**src/rtl/ecppr_defs.svh**
```systemverilog
// offsets, field positions, reset values and timing counts of the port
`ifndef ECPPR_DEFS_SVH
`define ECPPR_DEFS_SVH
// register indices; byte address on the bus is four times the index
`define ECPPR_IDX_DATA     11'h000
`define ECPPR_IDX_STATUS   11'h001
`define ECPPR_IDX_CONTROL  11'h002
`define ECPPR_IDX_QUEUE    11'h400
`define ECPPR_IDX_CAPB     11'h401
`define ECPPR_IDX_ECR      11'h402
// control register fields
`define ECPPR_CTL_STROBE   0
`define ECPPR_CTL_FEED     1
`define ECPPR_CTL_INIT     2
`define ECPPR_CTL_SELIN    3
`define ECPPR_CTL_ACKIE    4
`define ECPPR_CTL_DIR      5
// extended control fields
`define ECPPR_ECR_MODE_HI  7
`define ECPPR_ECR_MODE_LO  5
`define ECPPR_ECR_ERRIE    4
`define ECPPR_ECR_DMA_ENABLE_BIT    3
`define ECPPR_ECR_SVC      2
// reset and fixed values
`define ECPPR_DATA_RST     8'h00
`define ECPPR_CTL_RST      6'h00
`define ECPPR_ECR_RST      8'h14
`define ECPPR_CAPA_VAL     8'h10
// queue geometry and service thresholds
`define ECPPR_Q_DEPTH      16
`define ECPPR_Q_CNT_W      5
`define ECPPR_FREE_LEVEL   5'h08
`define ECPPR_FILL_LEVEL   5'h08
// line timing
`define ECPPR_CLK_NS       10
`define ECPPR_PHASE_NS     500
`define ECPPR_PHASE_CYC \
   ((`ECPPR_PHASE_NS + `ECPPR_CLK_NS - 1) / `ECPPR_CLK_NS)
`endif

```
**src/rtl/ecppr_pkg.sv**
```systemverilog
// types shared by the parallel port register bank
package ecppr_pkg;
   // operating mode field of the extended control register
   typedef enum logic [2:0] {
      mode_compat = 3'h0,
      mode_bidir  = 3'h1,
      mode_compat_queue_port  = 3'h2,
      mode_ecp    = 3'h3,
      mode_epp    = 3'h4,
      mode_rsvd   = 3'h5,
      mode_test   = 3'h6,
      mode_config = 3'h7
   } ecppr_mode_e;
   // forward transmit sequencer, one-hot
   typedef enum logic [3:0] {
      tx_idle   = 4'h1,
      tx_setup  = 4'h2,
      tx_strobe = 4'h4,
      tx_hold   = 4'h8
   } ecppr_tx_e;
   // peripheral status inputs
   typedef struct packed {
      logic peripheral_fault_n;
      logic select_in;
      logic paper_error_in;
      logic peripheral_ack_n;
      logic busy_in;
   } ecppr_stat_s;
   // printer control outputs
   typedef struct packed {
      logic strobe_out_n;
      logic line_feed_out_n;
      logic printer_reset_out_n;
      logic select_request_out_n;
   } ecppr_ctl_s;
endpackage : ecppr_pkg

```
**src/rtl/ecppr_sync.sv**
```systemverilog
// two-flop synchroniser for pin inputs
`timescale 1ns/1ps
module ecppr_sync #(
   parameter int W = 1
) (
   input  wire logic         clk,   // system clock
   input  wire logic         nrst,  // async reset, active low
   input  wire logic [W-1:0] d,     // asynchronous pin levels
   output logic      [W-1:0] q      // synchronised levels
);
   logic [W-1:0] meta_q;
   // first stage feeds only the second
   always_ff @(posedge clk or negedge nrst) begin
      if (!nrst) begin
         meta_q <= '0;
         q      <= '0;
      end else begin
         meta_q <= d;
         q      <= meta_q;
      end
   end
endmodule : ecppr_sync

```
**src/rtl/ecppr_fifo.sv**
```systemverilog
// shared 16-entry byte queue with address tag bit
`timescale 1ns/1ps
`include "ecppr_defs.svh"
module ecppr_fifo (
   input  wire logic                     clk,   // system clock
   input  wire logic                     nrst,  // async reset, active low
   input  wire logic                     clr,   // synchronous flush
   input  wire logic                     push,  // store din
   input  wire logic [8:0]               din,   // tag and byte
   input  wire logic                     pop,   // drop head
   output logic      [8:0]               dout,  // head entry
   output logic                          full,  // no free entry
   output logic                          empty, // no entry
   output logic      [`ECPPR_Q_CNT_W-1:0] count // entries held
);
   logic [8:0] mem [`ECPPR_Q_DEPTH];
   logic [3:0] wr_q;
   logic [3:0] rd_q;
   logic       do_push;
   logic       do_pop;

   // a push when full and a pop when empty are dropped
   assign do_push = push & ~full;
   assign do_pop  = pop & ~empty;
   assign full    = (count == 5'h10);
   assign empty   = (count == 5'h00);
   assign dout    = mem[rd_q];

   // pointers and fill count
   always_ff @(posedge clk or negedge nrst) begin
      if (!nrst) begin
         wr_q  <= 4'h0;
         rd_q  <= 4'h0;
         count <= 5'h00;
      end else if (clr) begin
         wr_q  <= 4'h0;
         rd_q  <= 4'h0;
         count <= 5'h00;
      end else begin
         if (do_push) wr_q <= wr_q + 4'h1;
         if (do_pop)  rd_q <= rd_q + 4'h1;
         count <= count + {4'h0, do_push} - {4'h0, do_pop};
      end
   end

   // storage
   always_ff @(posedge clk) begin
      if (do_push) mem[wr_q] <= din;
   end
endmodule : ecppr_fifo

```
**src/rtl/ecppr_regs.sv**
```systemverilog
// parallel port register bank with mode decode and shared queue
//
// Summary of operation
// - decode offsets 0, 400h, 401h by mode
// - three-bit mode selects port personality
// - data register resets, latches, drives lines
// - data read returns live port line levels in modes 000, 001
// - ecp offset zero write queues address byte
// - status bits 0 to 2 read zero
// - status 3..6 show fault, select, paper, ack
// - status bit 7 is inverted busy
// - control bits 0..5 reset; 6,7 zero
// - strobe, feed, select inverted; init straight
// - ack rising edge raises irq when enabled
// - direction bit ignored in modes 000, 010
// - mode 010 queues bytes, sends by handshake
// - ecp mode sends forward, captures reverse bytes
// - test queue works without line handshake
// - test queue: drop on full, repeat on empty
// - test reads come from queue head, last byte read when empty
// - service flag sets on threshold, may interrupt
// - capability a reads 10h in mode 111
// - capability b bit 7 reads zero
// - capability b bit 6 shows irq level
// - dma cycles are never claimed
// - all queue modes share one 16-byte queue
// - mode held in extended control bits 7..5
`timescale 1ns/1ps
`include "ecppr_defs.svh"
module ecppr_regs (
   input  wire logic               clk,         // 100 MHz clock
   input  wire logic               nrst,        // async reset, active low
   input  wire logic [12:0]        address,     // avalon byte address
   input  wire logic               read,        // avalon read
   input  wire logic               write,       // avalon write
   input  wire logic [31:0]        writedata,   // avalon write data
   output logic      [31:0]        readdata,    // avalon read data
   output logic                    waitrequest, // avalon wait
   input  wire logic               address_enable_qual, // high: dma cycle
   input  wire logic [2:0]         irq_select,  // irq field for cap b
   input  wire logic [2:0]         dma_select,  // dma field for cap b
   input  wire ecppr_pkg::ecppr_stat_s stat_in, // peripheral status pins
   input  wire logic [7:0]         port_data_in,    // data line levels
   output logic      [7:0]         port_data_out,   // data line drive
   output logic                    port_data_oe_n,  // low: drive lines
   output ecppr_pkg::ecppr_ctl_s   ctl_out,     // printer control pins
   output logic                    irq_out      // interrupt request pulse
);
   import ecppr_pkg::*;

   logic [12:0]       sync_q;
   ecppr_stat_s       st;
   logic [7:0]        pd_s;
   logic [7:0]        data_q;
   logic [5:0]        dcr_q;
   ecppr_mode_e       mode_q;
   logic              errie_q;
   logic              dma_enable_bit_q;
   logic              svc_q;
   logic [7:0]        last_rd_q;
   logic              ack_prev_q;
   logic [7:0]        rdata_d;
   ecppr_tx_e         tx_q;
   ecppr_tx_e         tx_d;
   logic [8:0]        tx_byte_q;
   logic [7:0]        cnt_q;
   logic [7:0]        cnt_d;
   logic [7:0]        pd_out_d;
   logic              pd_oe_n_d;
   ecppr_ctl_s        ctl_d;
   logic [10:0]       idx;
   logic              claim;
   logic              hit_data;
   logic              hit_stat;
   logic              hit_ctl;
   logic              hit_q;
   logic              hit_capb;
   logic              hit_ecr;
   logic              acc;
   logic              wr_en;
   logic              rd_en;
   logic              q_mode;
   logic              fwd_mode;
   logic              dir_eff;
   logic              q_clr;
   logic              push_host;
   logic              push_rev;
   logic              pop_host;
   logic              pop_tx;
   logic              f_push;
   logic              f_pop;
   logic [8:0]        f_din;
   logic [8:0]        f_head;
   logic              f_full;
   logic              f_empty;
   logic [4:0]        f_cnt;
   logic              ack_rise;
   logic              ack_fall;
   logic              svc_cond;
   logic [7:0]        cnt_load;

   // pins cross into the clock domain first
   ecppr_sync #(.W(13)) u_sync (
      .clk  (clk),
      .nrst (nrst),
      .d    ({port_data_in, stat_in ^ 5'h02}), // ack kept inverted
      .q    (sync_q)
   );
   // ack idles high; inverting it lets the cleared sync match idle level
   assign st   = ecppr_stat_s'(sync_q[4:0] ^ 5'h02);
   assign pd_s = sync_q[12:5];

   // one queue for every queue mode
   ecppr_fifo u_fifo (
      .clk   (clk),
      .nrst  (nrst),
      .clr   (q_clr),
      .push  (f_push),
      .din   (f_din),
      .pop   (f_pop),
      .dout  (f_head),
      .full  (f_full),
      .empty (f_empty),
      .count (f_cnt)
   );

   // address decode, never claimed during a dma cycle
   assign idx      = address[12:2];
   assign claim    = ~address_enable_qual;
   assign hit_data = claim & (idx == `ECPPR_IDX_DATA);
   assign hit_stat = claim & (idx == `ECPPR_IDX_STATUS);
   assign hit_ctl  = claim & (idx == `ECPPR_IDX_CONTROL);
   assign hit_q    = claim & (idx == `ECPPR_IDX_QUEUE);
   assign hit_capb = claim & (idx == `ECPPR_IDX_CAPB);
   assign hit_ecr  = claim & (idx == `ECPPR_IDX_ECR);

   // an access completes on the edge that sees waitrequest low
   assign acc   = ~waitrequest;
   assign wr_en = write & acc;
   assign rd_en = read & acc;

   // mode qualifiers
   assign q_mode   = (mode_q == mode_compat_queue_port) | (mode_q == mode_ecp)
                   | (mode_q == mode_test);
   assign dir_eff  = dcr_q[`ECPPR_CTL_DIR]
                   & (mode_q != mode_compat)
                   & (mode_q != mode_compat_queue_port);
   assign fwd_mode = ((mode_q == mode_compat_queue_port) | (mode_q == mode_ecp))
                   & ~dir_eff;
   assign q_clr    = ~q_mode;

   // queue traffic from host, reverse capture and transmitter
   assign push_host = wr_en & ~f_full
                    & ((hit_q & q_mode)
                    | (hit_data & (mode_q == mode_ecp)));
   assign push_rev  = (mode_q == mode_ecp) & dir_eff & ack_fall
                    & ~push_host;
   assign f_push    = push_host | push_rev;
   assign f_din     = push_host ? {hit_data, writedata[7:0]}
                                : {st.busy_in, pd_s};
   assign pop_host  = rd_en & hit_q & ~f_empty
                    & ((mode_q == mode_ecp) | (mode_q == mode_test));
   assign pop_tx    = (tx_q == tx_idle) & fwd_mode & ~f_empty
                    & ~st.busy_in & ~pop_host;
   assign f_pop     = pop_host | pop_tx;

   // acknowledge edges
   assign ack_rise = st.peripheral_ack_n & ~ack_prev_q;
   assign ack_fall = ~st.peripheral_ack_n & ack_prev_q;

   // service condition on free space or fill level
   assign svc_cond = q_mode & ~dma_enable_bit_q
                   & (dir_eff ? (f_cnt >= `ECPPR_FILL_LEVEL)
                              : ((5'h10 - f_cnt) >= `ECPPR_FREE_LEVEL));

   // read value, captured in the request cycle
   always_comb begin
      rdata_d = 8'h00;
      if (hit_data) begin
         if ((mode_q == mode_compat) | (mode_q == mode_bidir))
            rdata_d = pd_s;
      end else if (hit_stat) begin
         rdata_d = {~st.busy_in, st.peripheral_ack_n,
                    st.paper_error_in, st.select_in,
                    st.peripheral_fault_n, 3'h0};
      end else if (hit_ctl) begin
         rdata_d = {2'h0, dcr_q};
      end else if (hit_q) begin
         if (mode_q == mode_config)
            rdata_d = `ECPPR_CAPA_VAL;
         else if (q_mode)
            rdata_d = f_empty ? last_rd_q : f_head[7:0];
      end else if (hit_capb) begin
         if (mode_q == mode_config)
            rdata_d = {1'b0, irq_out,
                       irq_select, dma_select};
      end else if (hit_ecr) begin
         rdata_d = {mode_q, errie_q, dma_enable_bit_q, svc_q,
                    f_full, f_empty};
      end
   end

   // bus handshake: one wait cycle, then the completing cycle
   always_ff @(posedge clk or negedge nrst) begin
      if (!nrst) begin
         waitrequest <= 1'b1;
         readdata    <= 32'h0000_0000;
      end else if ((read | write) & waitrequest) begin
         waitrequest <= 1'b0;
         readdata    <= {24'h00_0000, rdata_d};
      end else begin
         waitrequest <= 1'b1;
      end
   end

   // host-written registers
   always_ff @(posedge clk or negedge nrst) begin
      if (!nrst) begin
         data_q  <= `ECPPR_DATA_RST;
         dcr_q   <= `ECPPR_CTL_RST;
         mode_q  <= ecppr_mode_e'(3'(`ECPPR_ECR_RST >> `ECPPR_ECR_MODE_LO));
         errie_q <= 1'(`ECPPR_ECR_RST >> `ECPPR_ECR_ERRIE);
         dma_enable_bit_q <= 1'(`ECPPR_ECR_RST >> `ECPPR_ECR_DMA_ENABLE_BIT);
      end else begin
         if (wr_en & hit_data & ~q_mode)
            data_q <= writedata[7:0];
         if (wr_en & hit_ctl)
            dcr_q  <= writedata[5:0];
         if (wr_en & hit_ecr) begin
            mode_q  <= ecppr_mode_e'(writedata[`ECPPR_ECR_MODE_HI:
                                               `ECPPR_ECR_MODE_LO]);
            errie_q <= writedata[`ECPPR_ECR_ERRIE];
            dma_enable_bit_q <= writedata[`ECPPR_ECR_DMA_ENABLE_BIT];
         end
      end
   end

   // service flag: hardware set wins over a software clear
   always_ff @(posedge clk or negedge nrst) begin
      if (!nrst) begin
         svc_q <= 1'(`ECPPR_ECR_RST >> `ECPPR_ECR_SVC);
      end else if (svc_cond) begin
         svc_q <= 1'b1;
      end else if (wr_en & hit_ecr) begin
         svc_q <= writedata[`ECPPR_ECR_SVC];
      end
   end

   // interrupt pulse, last byte read and ack history
   always_ff @(posedge clk or negedge nrst) begin
      if (!nrst) begin
         irq_out    <= 1'b0;
         last_rd_q  <= 8'h00;
         ack_prev_q <= 1'b1;
      end else begin
         irq_out    <= (dcr_q[`ECPPR_CTL_ACKIE] & ack_rise)
                     | (svc_cond & ~svc_q);
         ack_prev_q <= st.peripheral_ack_n;
         if (pop_host)
            last_rd_q <= f_head[7:0];
      end
   end

   // forward transmit sequencer
   assign cnt_load = 8'(`ECPPR_PHASE_CYC - 1);
   always_comb begin
      tx_d  = tx_q;
      cnt_d = (cnt_q == 8'h00) ? 8'h00 : cnt_q - 8'h01;
      case (tx_q)
         tx_idle: begin
            cnt_d = cnt_load;
            if (pop_tx) tx_d = tx_setup;
         end
         tx_setup: begin
            if (cnt_q == 8'h00) begin
               tx_d  = tx_strobe;
               cnt_d = cnt_load;
            end
         end
         tx_strobe: begin
            if (cnt_q == 8'h00) begin
               tx_d  = tx_hold;
               cnt_d = cnt_load;
            end
         end
         tx_hold: begin
            if (cnt_q == 8'h00) tx_d = tx_idle;
         end
         default: tx_d = tx_idle;
      endcase
      if (~fwd_mode) tx_d = tx_idle;
   end

   // sequencer state
   always_ff @(posedge clk or negedge nrst) begin
      if (!nrst) begin
         tx_q      <= tx_idle;
         cnt_q     <= 8'h00;
         tx_byte_q <= 9'h000;
      end else begin
         tx_q  <= tx_d;
         cnt_q <= cnt_d;
         if (pop_tx) tx_byte_q <= f_head;
      end
   end

   // pin values by mode
   always_comb begin
      pd_out_d  = data_q;
      pd_oe_n_d = dir_eff;
      ctl_d.strobe_out_n         = ~dcr_q[`ECPPR_CTL_STROBE];
      ctl_d.line_feed_out_n      = ~dcr_q[`ECPPR_CTL_FEED];
      ctl_d.printer_reset_out_n  = dcr_q[`ECPPR_CTL_INIT];
      ctl_d.select_request_out_n = ~dcr_q[`ECPPR_CTL_SELIN];
      case (mode_q)
         mode_compat_queue_port, mode_ecp: begin
            pd_out_d           = tx_byte_q[7:0];
            ctl_d.strobe_out_n = (tx_q != tx_strobe);
            if (mode_q == mode_ecp)
               ctl_d.line_feed_out_n = dir_eff ? f_full
                                               : ~tx_byte_q[8];
         end
         mode_test: begin
            pd_out_d = f_head[7:0];
         end
         mode_rsvd: begin
            pd_oe_n_d             = 1'b1;
            ctl_d.strobe_out_n    = 1'b1;
            ctl_d.line_feed_out_n = 1'b1;
         end
         default: begin
            pd_out_d = data_q;
         end
      endcase
   end

   // registered pin drive
   always_ff @(posedge clk or negedge nrst) begin
      if (!nrst) begin
         port_data_out  <= 8'h00;
         port_data_oe_n <= 1'b0;
         ctl_out        <= 4'hD;
      end else begin
         port_data_out  <= pd_out_d;
         port_data_oe_n <= pd_oe_n_d;
         ctl_out        <= ctl_d;
      end
   end
endmodule : ecppr_regs

```
**config.mk**
```make
export PLATFORM = sky130hd
export DESIGN_NAME = ecppr_regs
export DESIGN_NICKNAME = d
export VERILOG_FILES = /design/src/rtl/ecppr_pkg.sv /design/src/rtl/ecppr_sync.sv /design/src/rtl/ecppr_fifo.sv /design/src/rtl/ecppr_regs.sv
export VERILOG_INCLUDE_DIRS = /design/src /design/src/rtl
export SDC_FILE = /design/constraint.sdc
export NUM_CORES = 1
export LEC_CHECK = 0
export CAP_MARGIN = 20
export CORE_ASPECT_RATIO = 1.2
export CORE_MARGIN = 2
export CORE_UTILIZATION = 46
export DETAILED_ROUTE_END_ITERATION = 8
export DONT_BUFFER_PORTS = 1
export GPL_TIMING_DRIVEN = 0
export HOLD_SLACK_MARGIN = 0.03
export SETUP_SLACK_MARGIN = 0.05
export SYNTH_ARGS = -nofsm -noshare
export SYNTH_HDL_FRONTEND = slang
export SYNTH_SLANG_ARGS = --single-unit
```
**constraint.sdc**
```tcl
create_clock -name clk -period 8.87 [get_ports clk]
set_input_delay 1.774 -clock clk [delete_from_list [all_inputs] [get_ports clk]]
set_output_delay 1.774 -clock clk [all_outputs]
set_load 0.01 [all_outputs]
```
==> results of run 1 <==
==> through the flow <==
| stage | instances | util | cell area, um2 |
|---|---|---|---|
| 2_1_floorplan | 835 | - | 11400 |
| 3_3_place_gp | 1155 | 0.489 | 11800 |
| 3_5_place_dp | 1156 | 0.489 | 11800 |
| 4_1_cts | 1204 | 0.522 | 12500 |
| 5_1_grt | 1204 | 0.522 | 12500 |
| 6_report | 1205 | 0.522 | 12500 |
==> state kept, by name (all words and copies together) (netlist names), 6 cells and up <==
register	flops
cnt_q	8
data_q	8
dcr_q	6
last_rd_q	8
port_data_out	8
readdata	8
tx_byte_q	9
u_fifo.mem	144
u_sync.meta_q	13
u_sync.q	13
==> final cells by class <==
type,instances,area (um2),share of cell area
Timing Repair Buffer,1,7.51,0.000598
Tap cell,320,400,0.0319
Inverter,26,97.6,0.00778
Clock buffer,33,697,0.0555
Buffer,60,350,0.0279
Clock inverter,15,77.6,0.00618
Antenna cell,1,2.50,0.000199
Sequential cell,256,7140,0.569
Multi-Input combinational cell,493,3780,0.301
==> kinds of logic after synthesis <==
logic type,after synthesis
XOR/XNOR,12
adder cells (fa/ha/maj),18
other,1
buffers and inverters,86
AO/OA/AOI/OAI,152
AND/OR/NAND/NOR,206
flip-flops,256
multiplexers,81
==> worst max-delay path by stage <==
stage                          from               end  cells after the start
floorplan               address[12]   u_fifo.count[4]                     13
global placement        address[12]  u_fifo.mem[4][8]                      6
detailed placement      address[12]   u_fifo.count[4]                     13
CTS                 u_fifo.count[2]   u_fifo.count[4]                     16
global route        u_fifo.count[2]   u_fifo.count[4]                     16
finish                  address[12]   u_fifo.count[4]                     13
==> layout by cell type, fill, tap and decap left out, types with 24 or more instances in the layout <==
cell type / instances
edfxtp_1: 144
dfrtp_1: 104
nand2_1: 50
o21ai_0: 38
nor2_1: 32
a21oi_1: 31
mux2_2: 30
clkbuf_1: 29
mux4_2: 28
buf_4: 26
and3_1: 26
clkbuf_16: 26
inv_1: 25
nand3_1: 24
conb_1: 24
==> routing by layer <==
metal	vias to the layer above	share of wire
met5	-	0
met4	0	0.023
met3	35	0.061
met2	211	0.52
met1	3497	0.39
li1	3139	-
==> power groups by stage <==
stage	Clock, mW	Combinational [mW]	Sequential, mW
6_report	1.00	0.0491	1.28
5_1_grt	1.07	0.0539	1.28
3_3_place_gp	0	0.0470	1.30
4_1_cts	1.02	0.0482	1.28
3_5_place_dp	0	0.0481	1.30
2_1_floorplan	0	0.0357	1.30
==> summary.txt, run 1 <==
Antenna Nets Post-Route - 0
clock sink count - 256
Hold-fix buffers, CTS - 0
# setup viols final - 0
FFs w/ async S/R, synth - 0.438
startpoint types - primary input
TritonRoute pass-1 iters - 5
Tot Pwr - 2.33 mW
DIE AREA - 25800 um2
share of the synthesized area in the top cell type - 0.384
post-DP HPWL - 20000 um
Initial Util - 0.469
final hold viol count - 0
I/O Pins - 116
synth warn - 0
worst slew pin tran - 0.904 ns
GR Layer Usage met2 - 0.394
Post-Syn Area per Cell - 13.9 um2
Buf+Inv Stages, Crit Path - 2
Final min period - 4.30 ns
Overall Global Routing Usage - 0.218
# fillers - 2034
Critical-path top delay cell - fa_1
synth unique cells - 75
ratio of cells with drive above 1 in the final layout - 0.172
die width - 147 um
slew margin rel. - 0.391
Fmax - 233 MHz
RR Startpoint - u_fifo.count[2]
max cap viols - 0
Post-Synth Adder-Cell Area - 0.0206
gr busiest metal - met2
PortBufs - 0
Crit path max-delay family - simple AND/OR/NAND/NOR gates
hold path start - u_sync.meta_q[11]
GRT overflow - 0
Internal - 1.84 mW
via count - 6882
Final Max Tran Viols - 0
CP endpoint kind - register
Net Sw Power - 0.488 mW
initial antenna violation count - 1
most frequent cells after synthesis - edfxtp_1, dfrtp_1, nand2_1, o21ai_0, nor2_1
first-pass GRT wire length - 42400 um
simple-gate portion of the synthesized area - 0.100
R2R setup slack - 4.61 ns
CTS Buf Count - 26
hold path cells - 0
DRT iter0 DRCs - 413
Core Footprint - 24000 um2
DRT Wirelength - 27900 um
post-DR vias/cell - 5.71
crit path kind - primary input to register
global placer's final weighted congestion - 0.861
combinational share of power - 0.021
final net count - 951
Synth Instances - 812
clk root buf - clkbuf_16
clk_skew - 0.0160 ns
setup TNS - 0 ns
post-synthesis mux area share - 0.106
vias in the first global route - 7120
Skew-Pair Late Insertion Delay - 0.54 ns
CTS tree - built
worst setup margin - 4.57 ns
pre-CTS setup slack - 4.05 ns
hold path endpoint - u_sync.q[11]
post-cts resize count - 0
slowest cell delay on critical path - 0.41 ns
Leak - 4.69 nW
Syn-to-layout area delta - 11.3%
met1 GRT Util - 0.269
ys flop type - edfxtp_1
PD cells - 185 nW/um2
# Post-CTS Setup Buffers - 0
part of the cycle the worst path needs - 0.484
H-Tree Depth - 1
xor and xnor area share after synthesis - 0.00932
Max Buffers Root-to-Sink - 3
Seq cells post-synth - 256
Reg clk slew, reported paths - 0.06 ns
wire per inst - 23.2 um
Compound-Gate Fraction of Synth Area - 0.0906
global-route met3 utilization - 0.0395
DRC Markers - 0
number of synthesized flops with an enable pin - 144
Seq pwr share - 0.549
CP Data Arrival Time - 4.75 ns
peak supply drop - 0.000153 V
placement row count - 62
result of the run - completed
hold crit path type - register to register
Req. time, crit path - 9.32 ns
post-synth top area cell - edfxtp_1
CP cell instances - clkbuf_1, and3b_1, and4_1, nand3_2, o41ai_2, ha_1, inv_1, ha_1, fa_1, a21oi_1, nor2_1, or3_1, a21oi_1
Reg-to-Reg End - u_fifo.count[4]
synthesized area - 11300 um2
largest cells by area after synthesis - edfxtp_1, dfrtp_1, mux4_2
CP max FO - 9
sw frac - 0.210
largest net degree at the start of global routing - 113
hold_ws - 0.349 ns
die height - 176 um
Seq/Total Area, Yosys - 0.633
most common cell in the synthesized netlist - edfxtp_1
largest family of logic cells by synthesized area - multiplexers
FF-to-FF path depth - 16
Clk pwr share - 0.430
RSZ-0062 raised after global routing - false
No activity file was read; power rests on OpenSTA's default activity.
==> inputs of run 2 (changes only) <==
==> constraint.sdc (replaced) <==
create_clock -name clk -period 4.37 [get_ports clk]
set_input_delay 0.874 -clock clk [delete_from_list [all_inputs] [get_ports clk]]
set_output_delay 0.874 -clock clk [all_outputs]
set_load 0.01 [all_outputs]
==> run 2 against run 1 <==
  * Clock skew is essentially flat
  * Die area is the same
  * Clock power grew 100%
  * Design area grew 0.43%
  * Critical path depth grew 3
  * Global-route usage grew 0.31 points
  * Worst setup slack lost 4.2 ns
  * Clock-buffer cell count is the same
  * Sequential share of layout area shrank 0.24 points
  * Via count grew 0.86%
  * Combinational power grew 150%
  * Worst hold slack lost 0.17 ns
  * Critical endpoint unchanged
  * Largest cell class unchanged
  * Highest routed layer unchanged
==> summary.txt, run 2 (synthesis gave the netlist of run 1 again) <==
result of the run - completed
Overall Global Routing Usage - 0.221 (+0.00311)
PD cells - 376 nW/um2 (+100%)
Req. time, crit path - 4.82 ns (-4.50 ns)
Final Max Tran Viols - 0 (unchanged)
die width - 147 um (unchanged)
die height - 176 um (unchanged)
slew margin rel. - 0.391 (about the same)
peak supply drop - 0.000310 V (+100%)
clock sink count - 256 (unchanged)
Core Footprint - 24000 um2 (unchanged)
hold_ws - 0.182 ns (-0.167 ns)
worst slew pin tran - 0.904 ns (-0.0000399 ns)
DRT iter0 DRCs - 390 (-5.6%)
DRT Wirelength - 28300 um (+1.3%)
final core occ - 0.524 (+0.00224)
commonest non-fill, non-tap cell in the layout - edfxtp_1
final hold viol count - 0 (unchanged)
startpoint types - register
clk_skew - 0.0165 ns (+0.000483 ns)
CP cell instances - inv_1, ha_1, and3_1, ha_1, clkbuf_1, nor4b_4, nand3_2, o41ai_2, ha_1, inv_1, ha_1, fa_1, a21oi_1, nor2_1, or3_1, a21oi_1
post-DR vias/cell - 5.75 (+0.61%)
Top reg by flops - u_fifo.mem
via count - 6941 (+0.86%)
post-DP HPWL - 20000 um (unchanged)
ratio of cells with drive above 1 in the final layout - 0.174 (+0.00167)
RSZ-0062 raised after global routing - false
Reg clk slew, reported paths - 0.06 ns (about the same)
global placer's final weighted congestion - 0.861 (unchanged)
top flop regs - u_fifo.mem (144), u_sync.meta_q (13), u_sync.q (13)
crit path kind - register to register
Leak - 4.71 nW (+0.55%)
Skew-Pair Late Insertion Delay - 0.54 ns (about the same)
slowest cell delay on critical path - 0.58 ns (+0.17 ns)
Tot Pwr - 4.74 mW (+100%)
commonest cells after routing, fill and taps aside - edfxtp_1, dfrtp_1, nand2_1
largest net degree at the start of global routing - 96 (-15%)
Antenna Nets Post-Route - 0 (unchanged)
Initial Util - 0.469 (unchanged)
Fmax - 251 MHz
PortBufs - 0 (unchanged)
initial antenna violation count - 1 (unchanged)
# setup viols final - 0 (unchanged)
Final min period - 3.99 ns
DRC Markers - 0 (unchanged)
Buf+Inv Stages, Crit Path - 3 (+1)
Max Buffers Root-to-Sink - 3 (unchanged)
DIE AREA - 25800 um2 (unchanged)
part of the cycle the worst path needs - 0.914
H-Tree Depth - 1 (unchanged)
wire per inst - 23.4 um (+1.1%)
placement row count - 62 (unchanged)
Largest register FFs - 144 (unchanged)
CP endpoint kind - register
TritonRoute pass-1 iters - 4 (-1)
clk root buf - clkbuf_16
final net count - 954 (+0.32%)
placed cells - 1156 (unchanged)
CP Data Arrival Time - 4.44 ns (-0.31 ns)
CTS Buf Count - 26 (unchanged)
cell repeated most along the worst path - ha_1
GRT overflow - 0 (unchanged)
CP max FO - 10 (+1)
Crit path max-delay family - adder cells
max cap viols - 0 (unchanged)
I/O Pins - 116 (unchanged)
pre-CTS setup slack - 0.0907 ns (-3.96 ns)
hold crit path type - primary input to async pin
worst setup margin - 0.378 ns (-4.20 ns)
Syn-to-layout area delta - 11.8%
vias in the first global route - 7181 (+0.86%)
first-pass GRT wire length - 42900 um (+1.2%)
Cell Count, Final, Fillers Out - 1208 (+0.25%)
Critical-path top delay cell - clkbuf_1
CTS tree - built
## run 2: cell types whose count changed in the layout (fill, tap and decap cells not counted)
cell,change
buf_16,+1
nor4b_4,+1
buf_4,+1
nor4b_2,-1
dlygate4sd3_1,+1
## run 2: final timing paths
kind,start,end,slack (ns),depth (start not counted)
worst max-delay path,u_fifo.count[3],u_fifo.count[4],0.38,16
worst min-delay path,nrst,ctl_out[3],0.18,0
worst max register to register,u_fifo.count[3],u_fifo.count[4],0.38,16
worst min register to register,u_sync.meta_q[11],u_sync.q[11],0.35,0
max in group asynchronous,nrst,dcr_q[0],3.26,1
min in group clk,u_sync.meta_q[11],u_sync.q[11],0.35,0
## run 2: timing repair
| item | 4_1_cts | 5_1_grt |
|---|---|---|
| hold buffers | 2 | 0 |
| endpoints found under the hold margin | 95 | 0 |
| setup buffers | 0 | 1 |
| gates resized for setup | 0 | 1 |
| setup endpoints to repair | 0 | 1 |
## run 2: per-layer routing
layer / track usage / wire length [um] / vias to the layer above
li1: - / - / 3145
met1: 0.271 / 11000 / 3547
met2: 0.397 / 14800 / 207
met3: 0.0405 / 1700 / 42
met4: 0.0661 / 758 / 0
met5: 0 / 0 / -
## run 2: per-stage QoR
| stage | setup TNS [ns] | area [um2] |
|---|---|---|
| final | 0 | 12600 |
| after global routing | 0 | 12600 |
| after CTS | 0 | 12600 |
| after detailed placement | 0 | 11800 |
| after global placement | -1.11 | 11800 |
| after floorplan | 0 | 11400 |
## run 2: layout make-up
| class | count | area [um2] |
|---|---|---|
| fill | 2031 | 11400 |
| sequential | 256 | 7140 |
| multi-input combinational | 493 | 3780 |
| clock buffer | 33 | 697 |
| tap | 320 | 400 |
| buffer | 60 | 350 |
| inverter | 26 | 97.6 |
| clock inverter | 15 | 77.6 |
| timing repair buffer | 4 | 52.6 |
| antenna | 1 | 2.50 |
## run 2: where the power goes
group | total (mW) | switching [mW] | internal [mW]
Clock | 2.03 | 0.905 | 1.12
Sequential | 2.59 | 0.0173 | 2.58
Combinational | 0.121 | 0.0854 | 0.0361
